--- config.mk ---
export PLATFORM = sky130hd
export DESIGN_NAME = pmsc_ctrl
export DESIGN_NICKNAME = d
export VERILOG_FILES = /design/src/shared/pmsc_pkg.sv /design/src/hdl/pmsc_ctrl.sv
export SDC_FILE = /design/constraint.sdc
export NUM_CORES = 2
export LEC_CHECK = 0
export BUFFER_PORTS_ARGS = -buffer_cell sky130_fd_sc_hd__buf_2
export CORE_UTILIZATION = 40
export DETAILED_ROUTE_END_ITERATION = 7
export PLACE_DENSITY = 0.67
export REMOVE_ABC_BUFFERS = 1
export SLEW_MARGIN = 10
export SYNTH_ARGS = -nofsm -noshare
export SYNTH_HDL_FRONTEND = slang
export SYNTH_SLANG_ARGS = --single-unit
--- constraint.sdc ---
create_clock -name clk -period 3.6 [get_ports clk]
set_input_delay 0.72 -clock clk [delete_from_list [all_inputs] [get_ports clk]]
set_output_delay 0.72 -clock clk [all_outputs]
set_load 0.03 [all_outputs]
--- src/shared/pmsc_pkg.sv ---
// Package of constants and types for the power mode sleep controller.
package pmsc_pkg;

	// ************************************************************
	// Register offsets (byte addresses on the APB).
	// ************************************************************
	localparam logic [7:0] OFF_CTRL = 8'h00;
	localparam logic [7:0] OFF_SLEEPCFG = 8'h04;
	localparam logic [7:0] OFF_WAKECFG = 8'h08;
	localparam logic [7:0] OFF_STATE = 8'h0c;
	localparam logic [7:0] OFF_CNT_LO = 8'h10;
	localparam logic [7:0] OFF_CNT_HI = 8'h14;
	localparam logic [7:0] OFF_CMP_LO = 8'h18;
	localparam logic [7:0] OFF_CMP_HI = 8'h1c;
	localparam logic [7:0] OFF_INCR = 8'h20;
	localparam logic [7:0] OFF_IRQ_STAT = 8'h24;
	localparam logic [7:0] OFF_IRQ_MASK = 8'h28;
	localparam logic [7:0] OFF_MEM_BASE = 8'h80;

	// ************************************************************
	// Field positions.
	// ************************************************************
	localparam int CTRL_SLEEP_BIT = 0;
	localparam int CFG_SUP_EN_LSB = 0;
	localparam int CFG_PFM_LSB = 2;
	localparam int CFG_CLK_MASK_BIT = 4;
	localparam int CFG_RESET_BIT = 5;
	localparam int WCFG_PIN_EN_BIT = 0;
	localparam int WCFG_PIN_POL_BIT = 1;
	localparam int WCFG_TMR_EN_BIT = 2;
	localparam int WCFG_SLOW_BIT = 3;
	localparam int IRQ_WAKE_PIN_BIT = 0;
	localparam int IRQ_WAKE_TMR_BIT = 1;
	localparam int IRQ_PG_FAIL_BIT = 2;

	// ************************************************************
	// Reset values and timing counts.
	// ************************************************************
	localparam logic [5:0] SLEEPCFG_RST = 6'h03;
	localparam logic [3:0] WAKECFG_RST = 4'h0;
	localparam logic [31:0] INCR_RST = 32'h00000001;
	localparam logic [63:0] CMP_RST = 64'hffffffffffffffff;
	localparam logic [2:0] IRQ_MASK_RST = 3'h0;
	localparam int SLOW_HZ = 31250;
	localparam int TRANS_CYCLES = 4;
	localparam int MEM_BYTES = 128;

	// ************************************************************
	// Power states.
	// ************************************************************
	typedef enum logic [2:0] {
		ST_AWAKE = 3'b000,
		ST_TO_SLEEP = 3'b001,
		ST_ASLEEP = 3'b010,
		ST_TO_WAKE = 3'b011,
		ST_FAULT = 3'b100
	} pmsc_state_type;

endpackage : pmsc_pkg

--- src/hdl/pmsc_ctrl.sv ---
// Power mode controller with real-time counter, wake logic and deep sleep memory.
//
// The placing of the registers and the APB register port were chosen for this implementation.
`timescale 1ns/10ps
`default_nettype none

module pmsc_ctrl #(
	parameter int CLK_HZ = 100000000,
	parameter int N_SUP = 2
) (
	input wire logic clk,
	input wire logic nrst,
	input wire logic psel,
	input wire logic penable,
	input wire logic pwrite,
	input wire logic [7:0] paddr,
	input wire logic [31:0] pwdata,
	output logic [31:0] prdata,
	output logic pready,
	output logic pslverr,
	input wire logic wake_pin,
	input wire logic [N_SUP-1:0] supply_good,
	output logic [N_SUP-1:0] supply_enable,
	output logic [N_SUP-1:0] pulse_frequency_supply_mode,
	output logic node_power_enable,
	output logic clock_mask,
	output logic node_reset,
	output logic system_reset,
	output logic watchdog_enable,
	output logic irq
);

	// ************************************************************
	// Derived constants.
	// ************************************************************
	localparam int SLOW_DIV = CLK_HZ / pmsc_pkg::SLOW_HZ;
	localparam logic [15:0] SLOW_LAST = 16'(SLOW_DIV - 1);
	localparam logic [2:0] TRANS_LAST = 3'(pmsc_pkg::TRANS_CYCLES - 1);

	pmsc_pkg::pmsc_state_type state_ff;
	pmsc_pkg::pmsc_state_type nxt_state;
	logic [2:0] tcnt_ff;
	logic [5:0] sleepcfg_ff;
	logic [3:0] wakecfg_ff;
	logic [63:0] cnt_ff;
	logic [63:0] cmp_ff;
	logic [31:0] incr_ff;
	logic [15:0] slow_ff;
	logic [2:0] stat_ff;
	logic [2:0] mask_ff;
	logic pend_pin_ff;
	logic pend_tmr_ff;
	logic pin_prev_ff;
	logic sys_rst_ff;
	logic [7:0] mem [pmsc_pkg::MEM_BYTES];
	logic wr_en;
	logic rd_en;
	logic sleep_req;
	logic slow_tick;
	logic pin_edge;
	logic tmr_hit;
	logic wake_go;
	logic pg_fail;
	logic in_mem;
	logic [6:0] mem_idx;

	// ************************************************************
	// APB decode; every access completes with no wait state.
	// ************************************************************
	assign pready = 1'b1;
	assign pslverr = 1'b0;
	assign wr_en = psel && penable && pwrite;
	assign rd_en = psel && !penable && !pwrite;
	assign in_mem = paddr >= pmsc_pkg::OFF_MEM_BASE;
	assign mem_idx = paddr[6:0];
	assign sleep_req = wr_en && paddr == pmsc_pkg::OFF_CTRL
		&& pwdata[pmsc_pkg::CTRL_SLEEP_BIT] && state_ff == pmsc_pkg::ST_AWAKE;

	// ************************************************************
	// Wake stimuli.
	// ************************************************************
	// The pin wake acts on the edge into the chosen level, so a pin left active cannot re-wake.
	assign pin_edge = wakecfg_ff[pmsc_pkg::WCFG_PIN_EN_BIT]
		&& (wake_pin == wakecfg_ff[pmsc_pkg::WCFG_PIN_POL_BIT])
		&& (pin_prev_ff != wakecfg_ff[pmsc_pkg::WCFG_PIN_POL_BIT]);
	// Greater-or-equal so that a large increment cannot step over the compare value.
	assign tmr_hit = wakecfg_ff[pmsc_pkg::WCFG_TMR_EN_BIT] && (cnt_ff >= cmp_ff);
	assign wake_go = state_ff == pmsc_pkg::ST_ASLEEP && (pend_pin_ff || pend_tmr_ff);
	assign pg_fail = (state_ff == pmsc_pkg::ST_TO_SLEEP || state_ff == pmsc_pkg::ST_TO_WAKE)
		&& (supply_good & supply_enable) != supply_enable;

	// Previous pin level for edge detection.
	always_ff @(posedge clk or negedge nrst) begin
		if (!nrst) begin
			pin_prev_ff <= 1'b0;
		end else begin
			pin_prev_ff <= wake_pin;
		end
	end

	// Pending wakes are held through sleep entry and cleared when the wake begins.
	always_ff @(posedge clk or negedge nrst) begin
		if (!nrst) begin
			pend_pin_ff <= 1'b0;
			pend_tmr_ff <= 1'b0;
		end else if (state_ff == pmsc_pkg::ST_TO_SLEEP || state_ff == pmsc_pkg::ST_ASLEEP) begin
			pend_pin_ff <= (pend_pin_ff || pin_edge) && !wake_go;
			pend_tmr_ff <= (pend_tmr_ff || tmr_hit) && !wake_go;
		end else begin
			pend_pin_ff <= 1'b0;
			pend_tmr_ff <= 1'b0;
		end
	end

	// ************************************************************
	// Power state machine.
	// ************************************************************
	always_comb begin
		nxt_state = state_ff;
		unique case (state_ff)
			pmsc_pkg::ST_AWAKE: begin
				if (sleep_req) begin
					nxt_state = pmsc_pkg::ST_TO_SLEEP;
				end
			end
			pmsc_pkg::ST_TO_SLEEP: begin
				if (pg_fail) begin
					nxt_state = pmsc_pkg::ST_FAULT;
				end else if (tcnt_ff == TRANS_LAST) begin
					nxt_state = pmsc_pkg::ST_ASLEEP;
				end
			end
			pmsc_pkg::ST_ASLEEP: begin
				if (wake_go) begin
					nxt_state = pmsc_pkg::ST_TO_WAKE;
				end
			end
			pmsc_pkg::ST_TO_WAKE: begin
				if (pg_fail) begin
					nxt_state = pmsc_pkg::ST_FAULT;
				end else if (tcnt_ff == TRANS_LAST) begin
					nxt_state = pmsc_pkg::ST_AWAKE;
				end
			end
			pmsc_pkg::ST_FAULT: begin
				nxt_state = pmsc_pkg::ST_AWAKE; // Reset pulse lasts one cycle, then run.
			end
			default: begin
				nxt_state = pmsc_pkg::ST_AWAKE;
			end
		endcase
	end

	// State register.
	always_ff @(posedge clk or negedge nrst) begin
		if (!nrst) begin
			state_ff <= pmsc_pkg::ST_AWAKE;
		end else begin
			state_ff <= nxt_state;
		end
	end

	// Transition dwell counter restarts at every state change.
	always_ff @(posedge clk or negedge nrst) begin
		if (!nrst) begin
			tcnt_ff <= 3'h0;
		end else if (nxt_state != state_ff) begin
			tcnt_ff <= 3'h0;
		end else if (tcnt_ff != TRANS_LAST) begin
			tcnt_ff <= tcnt_ff + 3'h1;
		end
	end

	// System reset is registered so it is a clean one-cycle pulse.
	always_ff @(posedge clk or negedge nrst) begin
		if (!nrst) begin
			sys_rst_ff <= 1'b0;
		end else begin
			sys_rst_ff <= pg_fail;
		end
	end

	// ************************************************************
	// Real-time counter.
	// ************************************************************
	assign slow_tick = slow_ff == SLOW_LAST;

	// Divider that models the slow oscillator tick from the main clock.
	always_ff @(posedge clk or negedge nrst) begin
		if (!nrst) begin
			slow_ff <= 16'h0000;
		end else if (slow_tick) begin
			slow_ff <= 16'h0000;
		end else begin
			slow_ff <= slow_ff + 16'h0001;
		end
	end

	// Software writes take priority over counting so a load is never lost.
	always_ff @(posedge clk or negedge nrst) begin
		if (!nrst) begin
			cnt_ff <= 64'h0;
		end else if (wr_en && paddr == pmsc_pkg::OFF_CNT_LO) begin
			cnt_ff[31:0] <= pwdata;
		end else if (wr_en && paddr == pmsc_pkg::OFF_CNT_HI) begin
			cnt_ff[63:32] <= pwdata;
		end else if (state_ff == pmsc_pkg::ST_ASLEEP && wakecfg_ff[pmsc_pkg::WCFG_SLOW_BIT]) begin
			if (slow_tick) begin
				cnt_ff <= cnt_ff + {32'h0, incr_ff};
			end
		end else begin
			cnt_ff <= cnt_ff + 64'h1;
		end
	end

	// ************************************************************
	// Configuration registers.
	// ************************************************************
	always_ff @(posedge clk or negedge nrst) begin
		if (!nrst) begin
			sleepcfg_ff <= pmsc_pkg::SLEEPCFG_RST;
			wakecfg_ff <= pmsc_pkg::WAKECFG_RST;
			cmp_ff <= pmsc_pkg::CMP_RST;
			incr_ff <= pmsc_pkg::INCR_RST;
			mask_ff <= pmsc_pkg::IRQ_MASK_RST;
		end else if (wr_en) begin
			unique case (paddr)
				pmsc_pkg::OFF_SLEEPCFG: sleepcfg_ff <= pwdata[5:0];
				pmsc_pkg::OFF_WAKECFG: wakecfg_ff <= pwdata[3:0];
				pmsc_pkg::OFF_CMP_LO: cmp_ff[31:0] <= pwdata;
				pmsc_pkg::OFF_CMP_HI: cmp_ff[63:32] <= pwdata;
				pmsc_pkg::OFF_INCR: incr_ff <= pwdata;
				pmsc_pkg::OFF_IRQ_MASK: mask_ff <= pwdata[2:0];
				default: ;
			endcase
		end
	end

	// Sticky status; a new event in the clearing cycle wins over the clear.
	always_ff @(posedge clk or negedge nrst) begin
		if (!nrst) begin
			stat_ff <= 3'h0;
		end else begin
			stat_ff <= (stat_ff & ~((wr_en && paddr == pmsc_pkg::OFF_IRQ_STAT) ? pwdata[2:0] : 3'h0))
				| {pg_fail, wake_go && pend_tmr_ff, wake_go && pend_pin_ff};
		end
	end

	// Deep sleep memory; it has no reset so contents survive sleep.
	always_ff @(posedge clk) begin
		if (wr_en && in_mem) begin
			mem[mem_idx] <= pwdata[7:0];
		end
	end

	// Read data is registered in the setup cycle so it is valid in the access phase.
	always_ff @(posedge clk or negedge nrst) begin
		if (!nrst) begin
			prdata <= 32'h0;
		end else if (rd_en) begin
			if (in_mem) begin
				prdata <= {24'h0, mem[mem_idx]};
			end else begin
				unique case (paddr)
					pmsc_pkg::OFF_SLEEPCFG: prdata <= {26'h0, sleepcfg_ff};
					pmsc_pkg::OFF_WAKECFG: prdata <= {28'h0, wakecfg_ff};
					pmsc_pkg::OFF_STATE: prdata <= {29'h0, state_ff};
					pmsc_pkg::OFF_CNT_LO: prdata <= cnt_ff[31:0];
					pmsc_pkg::OFF_CNT_HI: prdata <= cnt_ff[63:32];
					pmsc_pkg::OFF_CMP_LO: prdata <= cmp_ff[31:0];
					pmsc_pkg::OFF_CMP_HI: prdata <= cmp_ff[63:32];
					pmsc_pkg::OFF_INCR: prdata <= incr_ff;
					pmsc_pkg::OFF_IRQ_STAT: prdata <= {29'h0, stat_ff};
					pmsc_pkg::OFF_IRQ_MASK: prdata <= {29'h0, mask_ff};
					default: prdata <= 32'h0;
				endcase
			end
		end
	end

	// ************************************************************
	// Power outputs; sleep settings apply outside the running state.
	// ************************************************************
	always_comb begin
		if (state_ff == pmsc_pkg::ST_AWAKE) begin
			supply_enable = '1;
			pulse_frequency_supply_mode = '0;
			clock_mask = 1'b0;
			node_reset = 1'b0;
			node_power_enable = 1'b1;
		end else begin
			supply_enable = sleepcfg_ff[pmsc_pkg::CFG_SUP_EN_LSB +: N_SUP];
			pulse_frequency_supply_mode = sleepcfg_ff[pmsc_pkg::CFG_PFM_LSB +: N_SUP];
			clock_mask = sleepcfg_ff[pmsc_pkg::CFG_CLK_MASK_BIT];
			node_reset = sleepcfg_ff[pmsc_pkg::CFG_RESET_BIT];
			node_power_enable = state_ff != pmsc_pkg::ST_ASLEEP;
		end
	end

	assign watchdog_enable = state_ff == pmsc_pkg::ST_AWAKE;
	assign system_reset = sys_rst_ff;
	assign irq = |(stat_ff & mask_ff);

endmodule : pmsc_ctrl

`default_nettype wire

# --- Word level (Yosys, flattened, before mapping) ---
# Memory sizes are Yosys's and may differ from the RTL's.
# Cells that the tools add are included.
totals:
  ramBits: 1024
  wordCells: 122
  reg_bits: 234
  input_bits: 48
  output_inout_bits: 44
  latchBits: 0
  mem_bits_ro: 0
  n_memories: 1
mem_list:
  columns: ["memory", "words", "word_bits", "rd", "rd_ports_with_merged_regs", "wr", "line", "rtl"]
  rows:
  - ["mem", 128, 8, 1, 0, 1, "pmsc_ctrl.sv:55", "logic [7:0] mem [pmsc_pkg::MEM_BYTES];"]
classes:
  div: 0
  addsub: 4
  n_mux: 27
  multipliers: 0
  reduce_logical: 41
  shifts: 0
  eq_ne: 24
  bitwise_logic: 6
  order_cmp: 2
op_table:
  columns: ["operator", "n"]
  rows:
  - ["32-bit one-hot mux with 10 select lines", 1]
  - ["32-bit 2-to-1 mux", 4]
  - ["64-bit 2-to-1 mux", 2]
  - ["64-bit by 1-bit adder with 64-bit output (second input constant)", 1]
  - ["64-bit by 32-bit adder with 64-bit output", 1]
  - ["64-bit >= comparator", 1]
  - ["8-bit by 5-bit == test with 1-bit output (second input constant)", 4]
  - ["3-bit 2-to-1 mux", 9]
  - ["8-bit by 6-bit == test with 1-bit output (second input constant)", 3]
  - ["1-bit logical AND", 21]
  - ["16-bit by 1-bit adder with 16-bit output (second input constant)", 1]
  - ["16-bit by 12-bit == test with 1-bit output (second input constant)", 1]
  - ["8-bit by 4-bit == test with 1-bit output (second input constant)", 2]
  - ["16-bit 2-to-1 mux", 1]
  - ["2-bit AND reduction", 8]
  - ["3-bit one-hot mux with 4 select lines", 1]
  - ["3-bit by 2-bit == test with 1-bit output (second input constant)", 3]
  - ["8-bit by 3-bit == test with 1-bit output (second input constant)", 1]
  - ["8-bit >= comparator (second input constant)", 1]
  - ["8-bit logical NOT", 1]
  - ["1-bit 2-to-1 mux", 7]
  - ["3-bit bitwise AND", 2]
  - ["3-bit by 2-bit != test with 1-bit output (second input constant)", 2]
  - ["3-bit != test (second input constant)", 2]
  - ["other kinds (17)", 24]

# --- Longest topological paths before layout ---
logic_depth:
  word_depth: 9
  ltp_mapped: 17
  depth_no_buf: 16

# --- Worst setup path before layout ---
# Ideal clock, no wire load.
synth_path:
  kind: "register to register"
  startpoint: "register state_ff[0]"
  endpoint: "register cnt_ff[60]"
  stages_incl_launch_ff: 18
  n_path_buf: 1
  path_slack_ns: -0.345
  t_arrival_ns: 3.867
  setup_ns: 0.077
  required_time_ns: 3.523
  synth_period_minus_slack_ns: 3.945
  path_cell_list: "dfrtp_1 inv_1 nand2_1 nor2_1 nand2_1 or2_2 ha_1 fa_1 a21o_1 a221oi_2 o211ai_2 a41o_1 nor2b_1 o32ai_2 buf_2 nor3_1 a31o_2 a21oi_1"
synth_via:
  elab_chain_cells: 4
  elab_cells_between_ends: 6
  classes_between: "eq/ne: 2; mux: 2; reduce/logical: 2"
synth_rtl:
  columns: ["element", "line", "rtl"]
  rows:
  - ["from (decl)", "pmsc_ctrl.sv:40", "pmsc_pkg::pmsc_state_type state_ff;"]
  - ["from (signal assigned)", "pmsc_ctrl.sv:157", "state_ff <= pmsc_pkg::ST_AWAKE;"]
  - ["from (signal assigned)", "pmsc_ctrl.sv:159", "state_ff <= nxt_state;"]
  - ["3-bit by 2-bit == test with 1-bit output *", "pmsc_ctrl.sv:207", "end else if (state_ff == pmsc_pkg::ST_ASLEEP && wakecfg_ff[pmsc_pkg::WCFG_SLOW_BIT]) begin"]
  - ["1-bit logical AND *", "pmsc_ctrl.sv:207", null]
  - ["3-bit != test (no source line) / 64-bit 2-to-1 mux (equally long branches)", null, null]
  - ["2-bit AND reduction (no source line) / 32-bit 2-to-1 mux (equally long branches)", null, null]
  - ["to (signal assigned)", "pmsc_ctrl.sv:206", "cnt_ff[63:32] <= pwdata;"]
  - ["to (signal assigned)", "pmsc_ctrl.sv:209", "cnt_ff <= cnt_ff + {32'h0, incr_ff};"]
  - ["to (signal assigned)", "pmsc_ctrl.sv:212", "cnt_ff <= cnt_ff + 64'h1;"]
  - ["to (decl)", "pmsc_ctrl.sv:45", "logic [63:0] cnt_ff;"]
# Mark *: on every way between the ends. The rest lies on a longest branch, timed or not.
# A chain may end at the register's enable or synchronous reset.

# --- Worst setup path after layout ---
layout_path:
  startpoint: "register state_ff[0]"
  endpoint: "register cnt_ff[62]"
# The elaborated chain is that of the path after synthesis.

==> results by group <==
Yosys
  • Gate Count Post-Synth: 3,698
  • Number of synthesized register bits: around 1,300
  • Post-synth top area share: approximately 58%
  • Ys flop type: edfxtp_1
  • Syn_area_per_cell: roughly 14 um^2
  • Syn. warnings: 0
  • Top cells by area, synth: edfxtp_1 (58%), dfrtp_1 (7.9%), a22oi_1 (4.0%), dfstp_2 (3.3%), mux2_2 (2.6%)
  • Mapped cell area: roughly 53,000 um^2
  • Netlist cell types: between 80 and 90
  • Async SR Flop Fraction: 18.6%
  • EDFF count, synth: roughly 1,000
  • Yosys top cell by area: edfxtp_1
  • Sequential share of the synthesized area: a little over two thirds

Critical path
  • CP Class: register to register
  • Reg2reg setup slack: -0.06 ns
  • CP startpoint: state_ff[0]$_DFF_PN0_
  • Crit path capture: cnt_ff[62]$_DFFE_PN0P_
  • Worst Path Max Fanout: 11
  • Worst Path Arrival: around 4.3 ns
  • Worst path required time: 4.28 ns
  • Reg2reg start: state_ff[0]$_DFF_PN0_
  • Crit path launch type: register
  • Crit. End Element: register
  • Reg-to-Reg End: cnt_ff[62]$_DFFE_PN0P_
  • R2R cell count: 16

Timing
  • Max Fclk: ~0.27 GHz
  • Max-slew headroom: 28.3%
  • Tightest Pin Transition: approximately 1.1 ns
  • Minimum clock period: 3.66 ns
  • Final worst path period share: 102%
  • Final Hold Viols: 0
  • Fin Clk Skew: approximately 0.032 ns
  • Fin. max-slew vios: 0
  • Unrepaired setup endpoints after global routing: yes
  • Finish-stage setup viols: 5
  • Final worst slack: -0.0564 ns

Pwr
  • Sequential share of power: between 50% and 60%
  • Lkg Pwr: 22.9 nW
  • Switching share of power: 23.7%
  • Comb power frac: under 10%
  • Internal: ~24 mW
  • Sw Pwr: about 7.6 mW
  • P per Cell Area: 501 nW/um^2
  • Pwr Total: 31.8 mW
  • Clock power share: between 40% and 50%
  • Worst VDD drop: 0.000544 V

Die
  • Die W: ~370 um
  • Die Y: between 300 and 400 um
  • Core area: 130,000 um^2
  • Rows: ~130
  • Die area: roughly 130,000 um^2
  • I/O Pins: 92
  • Initial Utilization: between 40% and 50%

CTS
  • CTS buffer count: 130
  • Clock sinks: between 1,000 and 1,500
  • CTS tree: done
  • Clock slew at reported path FFs: ~0.06 ns
  • Clock Path Buffers: 3
  • H-Tree Depth: 4
  • Root buffer cell: clkbuf_16
  • Clock Latency Late Sink: 0.77 ns

Detailed routing
  • DR WL/cell: around 27 um
  • WL final: around 160,000 um
  • Vias: roughly 37,000
  • Vias per inst: between 6 and 7
  • Routed Antenna Nets: 0
  • First-pass detailed-route iteration total: 8
  • Drt initial violations: 4,810
  • DRC: 9

Place
  • Port buffer count: 89
  • GPL Wtd Cong: approximately 0.93
  • DP Wirelength: between 100,000 and 150,000 um

Global route
  • GRT overflow: 0
  • Vias in the first global route: ~36,000
  • Total track usage: 24.3%
  • Initial antenna violation count: 7
  • First-pass GRT wire length: 240,000 um
  • Pin count of the biggest net entering global routing: roughly 110

Hold path
  • Worst hold start: wake_pin
  • Min-delay worst type: primary input to register

Run status
  • Violated checks: DRC, setup timing
  • Status: complete, but fails checks

Job
  • Maxcap violations: 0

Cells and area
  • Fin nets: about 4,300
  • Final Core Density: between 40% and 50%
  • Layout area overhead: 20.2%
  • Share of cells above drive strength 1: ~25%
-- power by group through the flow --
| stage | combinational (mW) | clock [mW] | sequential, mW |
|---|---|---|---|
| 6_report | 2.46 | 13.3 | 16.1 |
| 5_1_grt | 2.63 | 14.0 | 16.1 |
| 4_1_cts | 2.38 | 13.5 | 16.0 |
| 3_5_place_dp | 2.31 | 0 | 16.3 |
| 3_3_place_gp | 2.27 | 0 | 16.3 |
| 2_1_floorplan | 1.04 | 0 | 16.3 |
-- state kept, by name, summed over array words and instances, names as in the netlist --
signal	count
mem	1024
cmp_ff	64
cnt_ff	64
incr_ff	32
prdata	32
slow_ff	16
sleepcfg_ff	6
wakecfg_ff	4
mask_ff	3
stat_ff	3
state_ff	3
tcnt_ff	3
pend_pin_ff	1
pend_tmr_ff	1
pin_prev_ff	1
system_reset	1
-- synth_stat cells, types with 8 or more instances --
master	instances
ha_1	99
a221oi_1	116
dfrtp_1	167
and2_1	8
mux2_2	122
o22ai_1	11
buf_1	41
nand4_1	49
nand2b_1	10
and3_1	51
a22o_1	112
a221o_1	13
dfstp_2	67
xor2_1	20
mux2i_1	26
nand3_1	79
a31oi_1	93
nor3b_1	9
a21o_1	56
a211oi_1	12
a222oi_1	33
nor2_1	264
o211ai_1	24
or3_1	9
nor3_1	41
inv_1	87
edfxtp_1	1024
clkbuf_1	136
a311oi_1	10
mux4_2	9
o21ai_0	88
nand2_1	155
a21oi_1	138
a22oi_1	282
nor4_1	25
xnor2_1	22
nor2b_1	20
buf_2	61
or4_1	12
-- metrics by stage --
| step | hold WS (ns) | TNS, ns | setup WS, ns | std cells | area (um^2) |
|---|---|---|---|---|---|
| detailed placement | 0.461 | -7.43 | -0.666 | 5780 | 58800 |
| floorplan | 0.424 | -2514.09 | -5.93 | 3455 | 51800 |
| CTS | 0.0936 | -0.491 | -0.111 | 6022 | 63200 |
| global placement | 0.454 | -5.85 | -0.580 | 5780 | 58800 |
| finish | 0.130 | -0.123 | -0.0564 | 6029 | 63500 |
| global route | 0.117 | -2.81 | -0.178 | 6027 | 63500 |
-- critical path, stage by stage, from the launching register on --
cell and delay (ns):
dfrtp_1 0.40, inv_2 0.08, nand2_4 0.05, nor2_4 0.13, buf_12 0.16, and3_1 0.22, fa_2 0.23, a21o_1 0.19
a221oi_4 0.10, o211ai_2 0.28, a41o_1 0.25, nor2b_4 0.18, nor4_4 0.07, buf_4 0.15, or4_4 0.61, o31a_1 0.29
nor3_1 0.19
-- cell families (layout without fill, tap and decap cells) --
logic type / after synthesis / after routing / share of synthesized area [%]
other cells: 2 / 4 / 0.0142
simple gates: 755 / 755 / 6.86
fa+ha+maj: 100 / 100 / 2.38
xor+xnor: 42 / 42 / 0.696
mux: 157 / 157 / 3.48
buf+inv: 330 / 917 / 2.52
compound gates: 1054 / 1054 / 14.6
flops: 1258 / 1258 / 69.5
-- final cells by class --
cell class	count	area, um^2
fillers	11000	66800
multi-input cells	2110	15200
flip-flops and latches	1258	36700
repair buffers	593	4840
well taps	1742	2180
clock buffers	161	3480
clock inverters	76	713
inverters	87	327
diodes	2	5.00
-- worst min path at each step --
stage,end,cells after the start
5_1_grt,pin_prev_ff$_DFF_PN0_,1
3_5_place_dp,prdata[21]$_DFFE_PN0P_,1
3_3_place_gp,prdata[21]$_DFFE_PN0P_,1
4_1_cts,pin_prev_ff$_DFF_PN0_,1
2_1_floorplan,cnt_ff[0]$_DFFE_PN0P_,0
6_report,pin_prev_ff$_DFF_PN0_,1
-- routing by layer --
metal	vias up	share of wire, %	track usage [%]
met3	327	10	4.45
met1	18400	40	33.1
li1	15700	-	-
met2	2062	47	38.7
met4	8	3.5	9.01
met5	-	0.034	0
-- placed cells by master (no fill, tap or decap), types with 112 or more instances in the layout --
cell type and n:
edfxtp_1 1024, buf_4 464, a22oi_1 282, nor2_1 261, dfrtp_1 167, nand2_1 152
clkbuf_16 135, a21oi_1 131, mux2_2 122, a221oi_1 116, a22o_1 112
-- repair_timing --
action	in CTS	in global routing
hold buffers	1	0
endpoints found under the setup margin	36	38
gates resized for setup	35	38
setup buffers	4	4
pin swaps	19	25
gates cloned	0	1
endpoints found under the hold margin	1	0
No activity file was read; power rests on OpenSTA's default activity.
